$ cat src/design/ledsc_cfg.svh
// constants for the led display serial command block
// What this block does
// - after reset the dimming width is the narrowest step, the display is blanked and key scanning already runs.
// - one key scan cycle spans exactly two display frames before the key data counts as refreshed.
// - the ten-source by two-return key matrix is captured into key storage that a read command returns.
// - the serial output only pulls low or releases and never drives high.
// - in incrementing write mode the display address advances by one after each stored data byte.
// - a display control byte of 80 hex turns the display off while scanning continues.
// - the first byte after the strobe falls is a command and a strobe rise mid-byte discards the partial byte.
// - input bits are sampled on rising shift-clock edges, and the clock is ignored while the strobe is high.
// - output changes on falling edges, except that it is released on the rising edge after each eighth bit.
// - addresses zero to thirteen are valid and data is ignored while the address is fourteen or more.
// - key bytes are sent least significant bit first and continue straight into the next byte.
`ifndef LEDSC_CFG_SVH
`define LEDSC_CFG_SVH
`define LEDSC_RAM_DEPTH 14
`define LEDSC_ADDR_LAST 4'hD
`define LEDSC_KEY_BYTES 5
`define LEDSC_PW_RESET 3'h0
`define LEDSC_MODE_RESET 2'h3
`define LEDSC_DISP_OFF_BYTE 8'h80
`define LEDSC_CLK_HZ 10000000
`define LEDSC_FRAME_US 2000
`define LEDSC_FRAME_CYC ((`LEDSC_FRAME_US * (`LEDSC_CLK_HZ / 1000000)))
`define LEDSC_FRAMES_PER_SCAN 2
`endif

$ cat src/design/ledsc_pkg.sv
// types shared by the led display serial command block
package ledsc_pkg;
    typedef enum logic [1:0] {
        LEDSC_CMD_MODE,
        LEDSC_CMD_DATA,
        LEDSC_CMD_ADDR,
        LEDSC_CMD_CTRL
    } ledsc_cmd_t;
    typedef struct packed {
        logic on;
        logic [2:0] pulse_width;
    } ledsc_disp_t;
    typedef struct packed {
        logic [1:0] key_return;
        logic [9:0] key_source;
    } ledsc_keys_t;
endpackage

$ cat src/design/ledsc_fifo.sv
// small valid/ready fifo holding received write bytes
`timescale 1ns/10ps
module ledsc_fifo #(
    parameter int WIDTH = 8,
    parameter int DEPTH = 8
) (
    // clock and reset
    input wire logic clk,
    input wire logic rst_n,
    // fill side
    input wire logic in_valid,
    output logic in_ready,
    input wire logic [WIDTH-1:0] in_data,
    // drain side
    output logic out_valid,
    input wire logic out_ready,
    output logic [WIDTH-1:0] out_data
);
    localparam int AW = $clog2(DEPTH);
    logic [WIDTH-1:0] mem_ff [DEPTH];
    logic [AW-1:0] wr_ff;
    logic [AW-1:0] rd_ff;
    logic [AW:0] cnt_ff;
    wire push = in_valid && in_ready;
    wire pop = out_valid && out_ready;
    assign in_ready = (cnt_ff != (AW+1)'(DEPTH));
    assign out_valid = (cnt_ff != '0);
    assign out_data = mem_ff[rd_ff];
    always_ff @(posedge clk) begin
        if (!rst_n) begin
            wr_ff <= '0;
            rd_ff <= '0;
            cnt_ff <= '0;
        end else begin
            if (push) wr_ff <= (wr_ff == AW'(DEPTH-1)) ? '0 : wr_ff + 1'b1;
            if (pop) rd_ff <= (rd_ff == AW'(DEPTH-1)) ? '0 : rd_ff + 1'b1;
            cnt_ff <= cnt_ff + (AW+1)'(push) - (AW+1)'(pop);
        end
    end
    always_ff @(posedge clk) begin
        if (push) mem_ff[wr_ff] <= in_data;
    end
endmodule

$ cat src/design/ledsc_top.sv
// serial command, display ram and key scan path of the led driver
`timescale 1ns/10ps
`include "ledsc_cfg.svh"
module ledsc_top #(
    parameter int FRAME_CYC = `LEDSC_FRAME_CYC
) (
    // clock and reset
    input wire logic clk,
    input wire logic rst_n,
    // serial link pins
    input wire logic frame_select,
    input wire logic shift_clk,
    input wire logic data_in,
    output logic data_out,
    output logic data_oe,
    // key matrix
    input wire logic key_return_a,
    input wire logic key_return_b,
    output logic [9:0] key_source_line,
    // display state
    output ledsc_pkg::ledsc_disp_t disp_ctrl,
    output logic [1:0] disp_mode,
    output logic [3:0] ram_rd_addr,
    output logic [7:0] ram_rd_data,
    output logic scan_done
);
    import ledsc_pkg::*;
    // three-stage synchronisers, change counts once stages two and three agree
    logic [2:0] stb_s_ff, clk_s_ff, din_s_ff, ka_s_ff, kb_s_ff;
    logic stb_ff, sclk_ff;
    logic din_ff, ka_ff, kb_ff;
    always_ff @(posedge clk) begin
        if (!rst_n) begin
            stb_s_ff <= 3'h7;
            clk_s_ff <= 3'h7;
            din_s_ff <= 3'h0;
            ka_s_ff <= 3'h0;
            kb_s_ff <= 3'h0;
            stb_ff <= 1'b1;
            sclk_ff <= 1'b1;
            din_ff <= 1'b0;
            ka_ff <= 1'b0;
            kb_ff <= 1'b0;
        end else begin
            stb_s_ff <= {stb_s_ff[1:0], frame_select};
            clk_s_ff <= {clk_s_ff[1:0], shift_clk};
            din_s_ff <= {din_s_ff[1:0], data_in};
            ka_s_ff <= {ka_s_ff[1:0], key_return_a};
            kb_s_ff <= {kb_s_ff[1:0], key_return_b};
            if (stb_s_ff[1] == stb_s_ff[2]) stb_ff <= stb_s_ff[2];
            if (clk_s_ff[1] == clk_s_ff[2]) sclk_ff <= clk_s_ff[2];
            if (din_s_ff[1] == din_s_ff[2]) din_ff <= din_s_ff[2];
            if (ka_s_ff[1] == ka_s_ff[2]) ka_ff <= ka_s_ff[2];
            if (kb_s_ff[1] == kb_s_ff[2]) kb_ff <= kb_s_ff[2];
        end
    end
    wire nxt_sclk = (clk_s_ff[1] == clk_s_ff[2]) ? clk_s_ff[2] : sclk_ff;
    wire active = !stb_ff;
    wire rise = active && nxt_sclk && !sclk_ff;
    wire fall = active && !nxt_sclk && sclk_ff;
    wire din_bit = din_ff;

    // receive shifter, lsb first
    logic [7:0] sh_ff;
    logic [2:0] bit_ff;
    logic first_ff;
    logic read_mode_ff;
    logic fixed_addr_ff;
    wire [7:0] rx_byte = {din_bit, sh_ff[7:1]};
    wire byte_done = rise && (bit_ff == 3'h7);
    wire is_cmd = byte_done && first_ff;
    wire is_data = byte_done && !first_ff && !read_mode_ff;
    wire [1:0] cmd_class = rx_byte[7:6];
    always_ff @(posedge clk) begin
        if (!rst_n || stb_ff) begin
            sh_ff <= 8'h00;
            bit_ff <= 3'h0;
            first_ff <= 1'b1;
        end else if (rise) begin
            sh_ff <= rx_byte;
            bit_ff <= bit_ff + 3'h1;
            if (bit_ff == 3'h7) first_ff <= 1'b0;
        end
    end

    // command decode
    logic [3:0] addr_ff;
    ledsc_disp_t disp_ff;
    logic [1:0] mode_ff;
    logic read_req_ff;
    wire cmd_mode = is_cmd && (cmd_class == 2'h0);
    wire cmd_data = is_cmd && (cmd_class == 2'h1);
    wire cmd_addr = is_cmd && (cmd_class == 2'h3);
    wire cmd_ctrl = is_cmd && (cmd_class == 2'h2);
    wire addr_ok = (addr_ff <= `LEDSC_ADDR_LAST);
    always_ff @(posedge clk) begin
        if (!rst_n) begin
            disp_ff <= '{on: 1'b0, pulse_width: `LEDSC_PW_RESET};
            mode_ff <= `LEDSC_MODE_RESET;
            read_mode_ff <= 1'b0;
            fixed_addr_ff <= 1'b0;
        end else begin
            if (cmd_mode) mode_ff <= rx_byte[1:0];
            if (cmd_data) begin
                read_mode_ff <= rx_byte[1];
                fixed_addr_ff <= rx_byte[2];
            end
            // 80 hex gives on=0 and narrowest width; key scan is untouched
            if (cmd_ctrl) disp_ff <= '{on: rx_byte[3], pulse_width: rx_byte[2:0]};
        end
    end

    // write bytes queue behind the shifter so ram update is decoupled
    logic fifo_valid, fifo_in_ready;
    logic [7:0] fifo_data;
    wire fifo_pop = fifo_valid;
    ledsc_fifo #(.WIDTH(8), .DEPTH(8)) u_fifo (
        .clk(clk),
        .rst_n(rst_n),
        .in_valid(is_data && addr_ok),
        .in_ready(fifo_in_ready),
        .in_data(rx_byte),
        .out_valid(fifo_valid),
        .out_ready(1'b1),
        .out_data(fifo_data)
    );
    // address counter runs at receive time so invalid-address bytes drop at once
    always_ff @(posedge clk) begin
        if (!rst_n) begin
            addr_ff <= 4'h0;
        end else if (cmd_addr) begin
            addr_ff <= rx_byte[3:0];
        end else if (is_data && addr_ok && fifo_in_ready && !fixed_addr_ff) begin
            addr_ff <= addr_ff + 4'h1;
        end
    end
    logic [3:0] wa_ff [8];
    logic [2:0] wa_w_ff, wa_r_ff;
    always_ff @(posedge clk) begin
        if (!rst_n) begin
            wa_w_ff <= 3'h0;
            wa_r_ff <= 3'h0;
        end else begin
            if (is_data && addr_ok && fifo_in_ready) wa_w_ff <= wa_w_ff + 3'h1;
            if (fifo_pop) wa_r_ff <= wa_r_ff + 3'h1;
        end
    end
    always_ff @(posedge clk) begin
        if (is_data && addr_ok && fifo_in_ready) wa_ff[wa_w_ff] <= addr_ff;
    end
    logic [7:0] ram_ff [`LEDSC_RAM_DEPTH];
    always_ff @(posedge clk) begin
        if (fifo_pop) ram_ff[wa_ff[wa_r_ff]] <= fifo_data;
    end

    // key scan: frame timer, source walk, two frames per scan
    logic [$clog2(FRAME_CYC+1)-1:0] fcnt_ff;
    logic [3:0] src_ff;
    logic frame_ff;
    logic [9:0] ksrc_ff;
    logic [9:0] ka_cap_ff, kb_cap_ff;
    logic [39:0] key_ram_ff;
    logic done_ff;
    localparam int SLOT = FRAME_CYC / 10;
    wire fend = (fcnt_ff == ($clog2(FRAME_CYC+1))'(FRAME_CYC - 1));
    wire slot_end = (fcnt_ff % ($clog2(FRAME_CYC+1))'(SLOT)) == ($clog2(FRAME_CYC+1))'(SLOT - 1);
    wire [39:0] key_pack;
    genvar g;
    generate
        for (g = 0; g < `LEDSC_KEY_BYTES; g++) begin : g_kb
            assign key_pack[8*g +: 8] = {3'h0, kb_cap_ff[2*g+1], ka_cap_ff[2*g+1], 1'b0,
                                          kb_cap_ff[2*g], ka_cap_ff[2*g]};
        end
    endgenerate
    always_ff @(posedge clk) begin
        if (!rst_n) begin
            fcnt_ff <= '0;
            src_ff <= 4'h0;
            frame_ff <= 1'b0;
            ksrc_ff <= 10'h001;
            ka_cap_ff <= 10'h000;
            kb_cap_ff <= 10'h000;
            key_ram_ff <= 40'h0;
            done_ff <= 1'b0;
        end else begin
            done_ff <= 1'b0;
            fcnt_ff <= fend ? '0 : fcnt_ff + 1'b1;
            if (slot_end && !frame_ff && src_ff < 4'hA) begin
                ka_cap_ff[src_ff] <= ka_ff;
                kb_cap_ff[src_ff] <= kb_ff;
                src_ff <= src_ff + 4'h1;
                ksrc_ff <= {ksrc_ff[8:0], 1'b0};
            end
            if (fend) begin
                frame_ff <= !frame_ff;
                src_ff <= 4'h0;
                ksrc_ff <= 10'h001;
                if (frame_ff) begin
                    key_ram_ff <= key_pack;
                    done_ff <= 1'b1;
                end
            end
        end
    end

    // read shifter: loads on the read command, shifts on falling edges
    logic [39:0] tx_ff;
    logic [2:0] tbit_ff;
    logic rd_act_ff;
    logic oe_ff;
    always_ff @(posedge clk) begin
        if (!rst_n || stb_ff) begin
            rd_act_ff <= 1'b0;
            oe_ff <= 1'b0;
            tbit_ff <= 3'h0;
            tx_ff <= 40'h0;
        end else if (cmd_data && rx_byte[1]) begin
            rd_act_ff <= 1'b1;
            tx_ff <= key_ram_ff;
        end else if (rd_act_ff && fall) begin
            // a one bit releases the line; the pull-up makes the high
            oe_ff <= !tx_ff[0];
            tx_ff <= {1'b0, tx_ff[39:1]};
            tbit_ff <= tbit_ff + 3'h1;
        end else if (rd_act_ff && rise && tbit_ff == 3'h0) begin
            oe_ff <= 1'b0;
        end
    end

    // outputs from flops, except data_out which is tied low
    logic [7:0] rdd_ff;
    logic [3:0] rda_ff;
    always_ff @(posedge clk) begin
        if (!rst_n) begin
            rdd_ff <= 8'h00;
            rda_ff <= 4'h0;
        end else begin
            rda_ff <= addr_ff;
            rdd_ff <= addr_ok ? ram_ff[addr_ff] : 8'h00;
        end
    end
    assign data_out = 1'b0;
    assign data_oe = oe_ff;
    assign key_source_line = ksrc_ff;
    assign disp_ctrl = disp_ff;
    assign disp_mode = mode_ff;
    assign ram_rd_addr = rda_ff;
    assign ram_rd_data = rdd_ff;
    assign scan_done = done_ff;
endmodule

$ cat config.mk
export PLATFORM = sky130hd
export DESIGN_NAME = ledsc_top
export DESIGN_NICKNAME = d
export VERILOG_FILES = /design/src/design/ledsc_pkg.sv /design/src/design/ledsc_fifo.sv /design/src/design/ledsc_top.sv
export VERILOG_INCLUDE_DIRS = /design/src /design/src/design
export SDC_FILE = /design/constraint.sdc
export NUM_CORES = 1
export LEC_CHECK = 0
export BUFFER_PORTS_ARGS = -buffer_cell sky130_fd_sc_hd__buf_4
export CORE_MARGIN = 5
export CORE_UTILIZATION = 56
export DETAILED_ROUTE_END_ITERATION = 8
export PLACE_DENSITY = 0.75
export SLEW_MARGIN = 15
export SYNTH_ARGS = -nofsm -noshare
export SYNTH_HDL_FRONTEND = slang
export SYNTH_HIERARCHICAL = 1
export SYNTH_SLANG_ARGS = --single-unit
export TNS_END_PERCENT = 5
$ cat constraint.sdc
create_clock -name clk -period 3.2 [get_ports clk]
set_clock_uncertainty 0.05 [all_clocks]
set_input_delay 0.16 -clock clk [delete_from_list [all_inputs] [get_ports clk]]
set_output_delay 0.16 -clock clk [all_outputs]
set_load 0.01 [all_outputs]
==> qor.yml <==
finalHoldViolations: 0
ys_seq_area_frac: 0.575
async_flop_share: 0
syn_inst: 1391
design_area_sq_um: 20700
ys_ff_latch: 398
placed_area_sq_um: 18900
drtIter0Drc: 856
fillerInstances: 2137
slowest_delay_ps: 410
route.detailed.drc: 0
insertion_delay_ps: 540
drive_gt1_frac: 0.252
antenna_found_initial: 0
top_layer: "met4"
core_sq_um: 30700
place_inst: 1874
final_common_cell: "edfxtp_1"
chipWidth_um: 187
drt-met1-wl_um: 15500
cts_tree: "yes"
grt_start_max_net_pins: 78
h-tree-depth: 2
met3RoutedLength_um: 1630
avgSynthCellArea_sq_um: 12.6
gp_congestion: 0.854
arrival_ps: 3910
cts_buffer_depth: 3
worst_slew_pin_slew_ps: 1020
end_kind: "register"
hold-worst-slack_ps: 21.1
grt-ovfl-total: 0
cts_made_buffers: 41
relSlewSlack: 0.322
grt_pass1_wl_um: 60500
final_nets: 1579
synth_top_area_frac: 0.357
num_antenna_cells: 0
first_global_vias: 11700
power_mw: 11.5
rows: 64
status: "finished, violations left"
io_buffer_count: 36
routed_wl_um: 37100
min_period_ps: 3510
start_util: 0.570
setup_viol: 34
synthFlopType: "edfxtp_1"
synthTopCellsByArea: "edfxtp_1 (36%), dfxtp_1 (22%), mux4_2 (5.3%)"
cp.required_ps: 3600
synth_area_sq_um: 17500
ys_types: 103
leakage_nw: 7.06
crit_path_top_delay_cell: "a2111o_1"
numClockSinks: 398
peakVddDrop_mv: 0.480
final_min_period_over_clock_period: 1.10
die_height_um: 187
worst_slack_ps: -307
instances_no_fill: 1973
yosys.area.top_type: "edfxtp_1"
critPathBufInv: 3
num_vias: 11600
final_util: 0.676
critPathTopFamily: "compound AO/OA/AOI/OAI gates"
rsz0062_at_grt: "yes"
root_buffer: "clkbuf_16"
critPathMaxFanout: 10
yosys_warnings: 6
cellPowerDensity_nw_per_um2: 555
ios: 38
hold_class: "in2reg"
timing.max_cap.violations: 0
final_cell_mix: "edfxtp_1 (208), nand2_1 (197), dfxtp_1 (181), buf_4 (181), nor2_1 (70)"
clock.fmax_ghz: 0.285
viasPerCell: 5.87
track_usage: 0.208
path_clk_slew_ps: 60
wl_met2_um: 19200
violations: "setup timing"
startpoint_type: "register"
die-area_sq_um: 34900
path_cells: "and4_4 -> buf_4 -> a21oi_1 -> o221ai_1 -> a211oi_2 -> o21ai_4 -> buf_4 -> a2111o_1 -> o211ai_2 -> buf_12 -> o2111ai_2 -> a2111oi_4 -> mux2i_1"
firstDrtPassIters: 5
hpwl_um: 23800
dp_worst_setup_slack_ps: -475
crit_top_cell: "buf_4"
detail_route.wl_per_cell_um: 18.8
synth_edf_count: 208
drv_slew: 0
fin_setup_tns_ps: -7890
syn_to_final_growth_pct: 18.6
critical_path_class: "reg2reg"
final_antenna_net_count: 0
synthesized netlist by cell type, types with 12 or more instances:
master    instances
nor2_1           70
mux2i_1          53
mux4_1           15
and2_1           33
o21ai_0          21
nand3_1          38
mux4_2           41
nand2_1         197
dfxtp_1         190
ha_1             25
xnor2_1          16
a21boi_0         30
nor2b_1          21
a22oi_1          20
inv_1            23
a21oi_1          62
mux2_2           20
buf_1            12
clkbuf_1         55
nand2b_1         18
nor3_1           22
edfxtp_1        208
worst reg2reg max path: cells and delay by family, from the launching register on:
| kind | cells | cell delay [ps] |
|---|---|---|
| buf+inv | 3 | 490 |
| flops | 1 | 370 |
| simple gates | 1 | 200 |
| compound gates | 8 | 2070 |
| mux | 1 | 230 |
logic make-up after synthesis:
kind of cell               Yosys count  share of synthesized area
and+or+nand+nor                    463                      0.129
buffers and inverters              117                     0.0323
xor gates and xnor gates            24                     0.0120
DFF                                398                      0.575
other                                2                   0.000430
AOI/OAI and AO/OA                  228                      0.110
adders and majority gates           26                     0.0190
muxes                              133                      0.122
registers in the layout, indices dropped and copies added, names as in the netlist, 4 cells and up, named ones only:
signal / count
addr_ff: 4
fcnt_ff: 15
ram_rd_addr: 4
ram_rd_data: 8
key_source_line: 10
src_ff: 4
disp_ctrl: 4
ram_ff: 112
tx_ff: 37
u_fifo/cnt_ff: 4
ka_cap_ff: 10
wa_ff: 32
sh_ff: 7
u_fifo/mem_ff: 64
key_ram_ff: 20
kb_cap_ff: 10
where the power goes:
part	internal [mW]	total, mW	switching [mW]
clock	2.78	4.70	1.92
sequential	5.74	5.87	0.135
combinational	0.379	0.937	0.558
routing by layer:
| layer | up-vias | global-route usage |
|---|---|---|
| li1 | 5443 | - |
| met1 | 5741 | 0.267 |
| met2 | 330 | 0.372 |
| met3 | 60 | 0.0338 |
| met4 | 0 | 0.0513 |
| met5 | - | 0 |
cell type report:
type	instances	area, sq um	share of cell area
clock buffer	55	1150	0.0555
clock inverter	19	203	0.00978
inverter	24	93.8	0.00453
multi-input combinational	878	7060	0.340
sequential	398	10100	0.486
tap	396	495	0.0239
timing repair buffer	203	1660	0.0799
final timing paths:
path                                        startpoint                         to  slack (ps)  cells after the start
worst min-delay path                             rst_n  ka_cap_ff[4]$_SDFFE_PN0P_          20                      3
worst max-delay path            fcnt_ff[12]$_SDFF_PP0_  kb_cap_ff[9]$_SDFFE_PN0P_        -310                     13
worst min register to register  clk_s_ff[0]$_SDFF_PN1_     clk_s_ff[1]$_SDFF_PN1_         360                      1
worst max register to register  fcnt_ff[12]$_SDFF_PP0_  kb_cap_ff[9]$_SDFFE_PN0P_        -310                     13
timing repair:
action | 4_1_cts | 5_1_grt
pin swaps | 25 | 11
endpoints found under the hold margin | 5 | 0
hold buffers | 5 | 0
cloned | 2 | 0
setup endpoints to repair | 34 | 34
buffers inserted | 9 | 9
gates resized for setup | 40 | 16
Note: power is estimated with default switching activity, not from simulation.
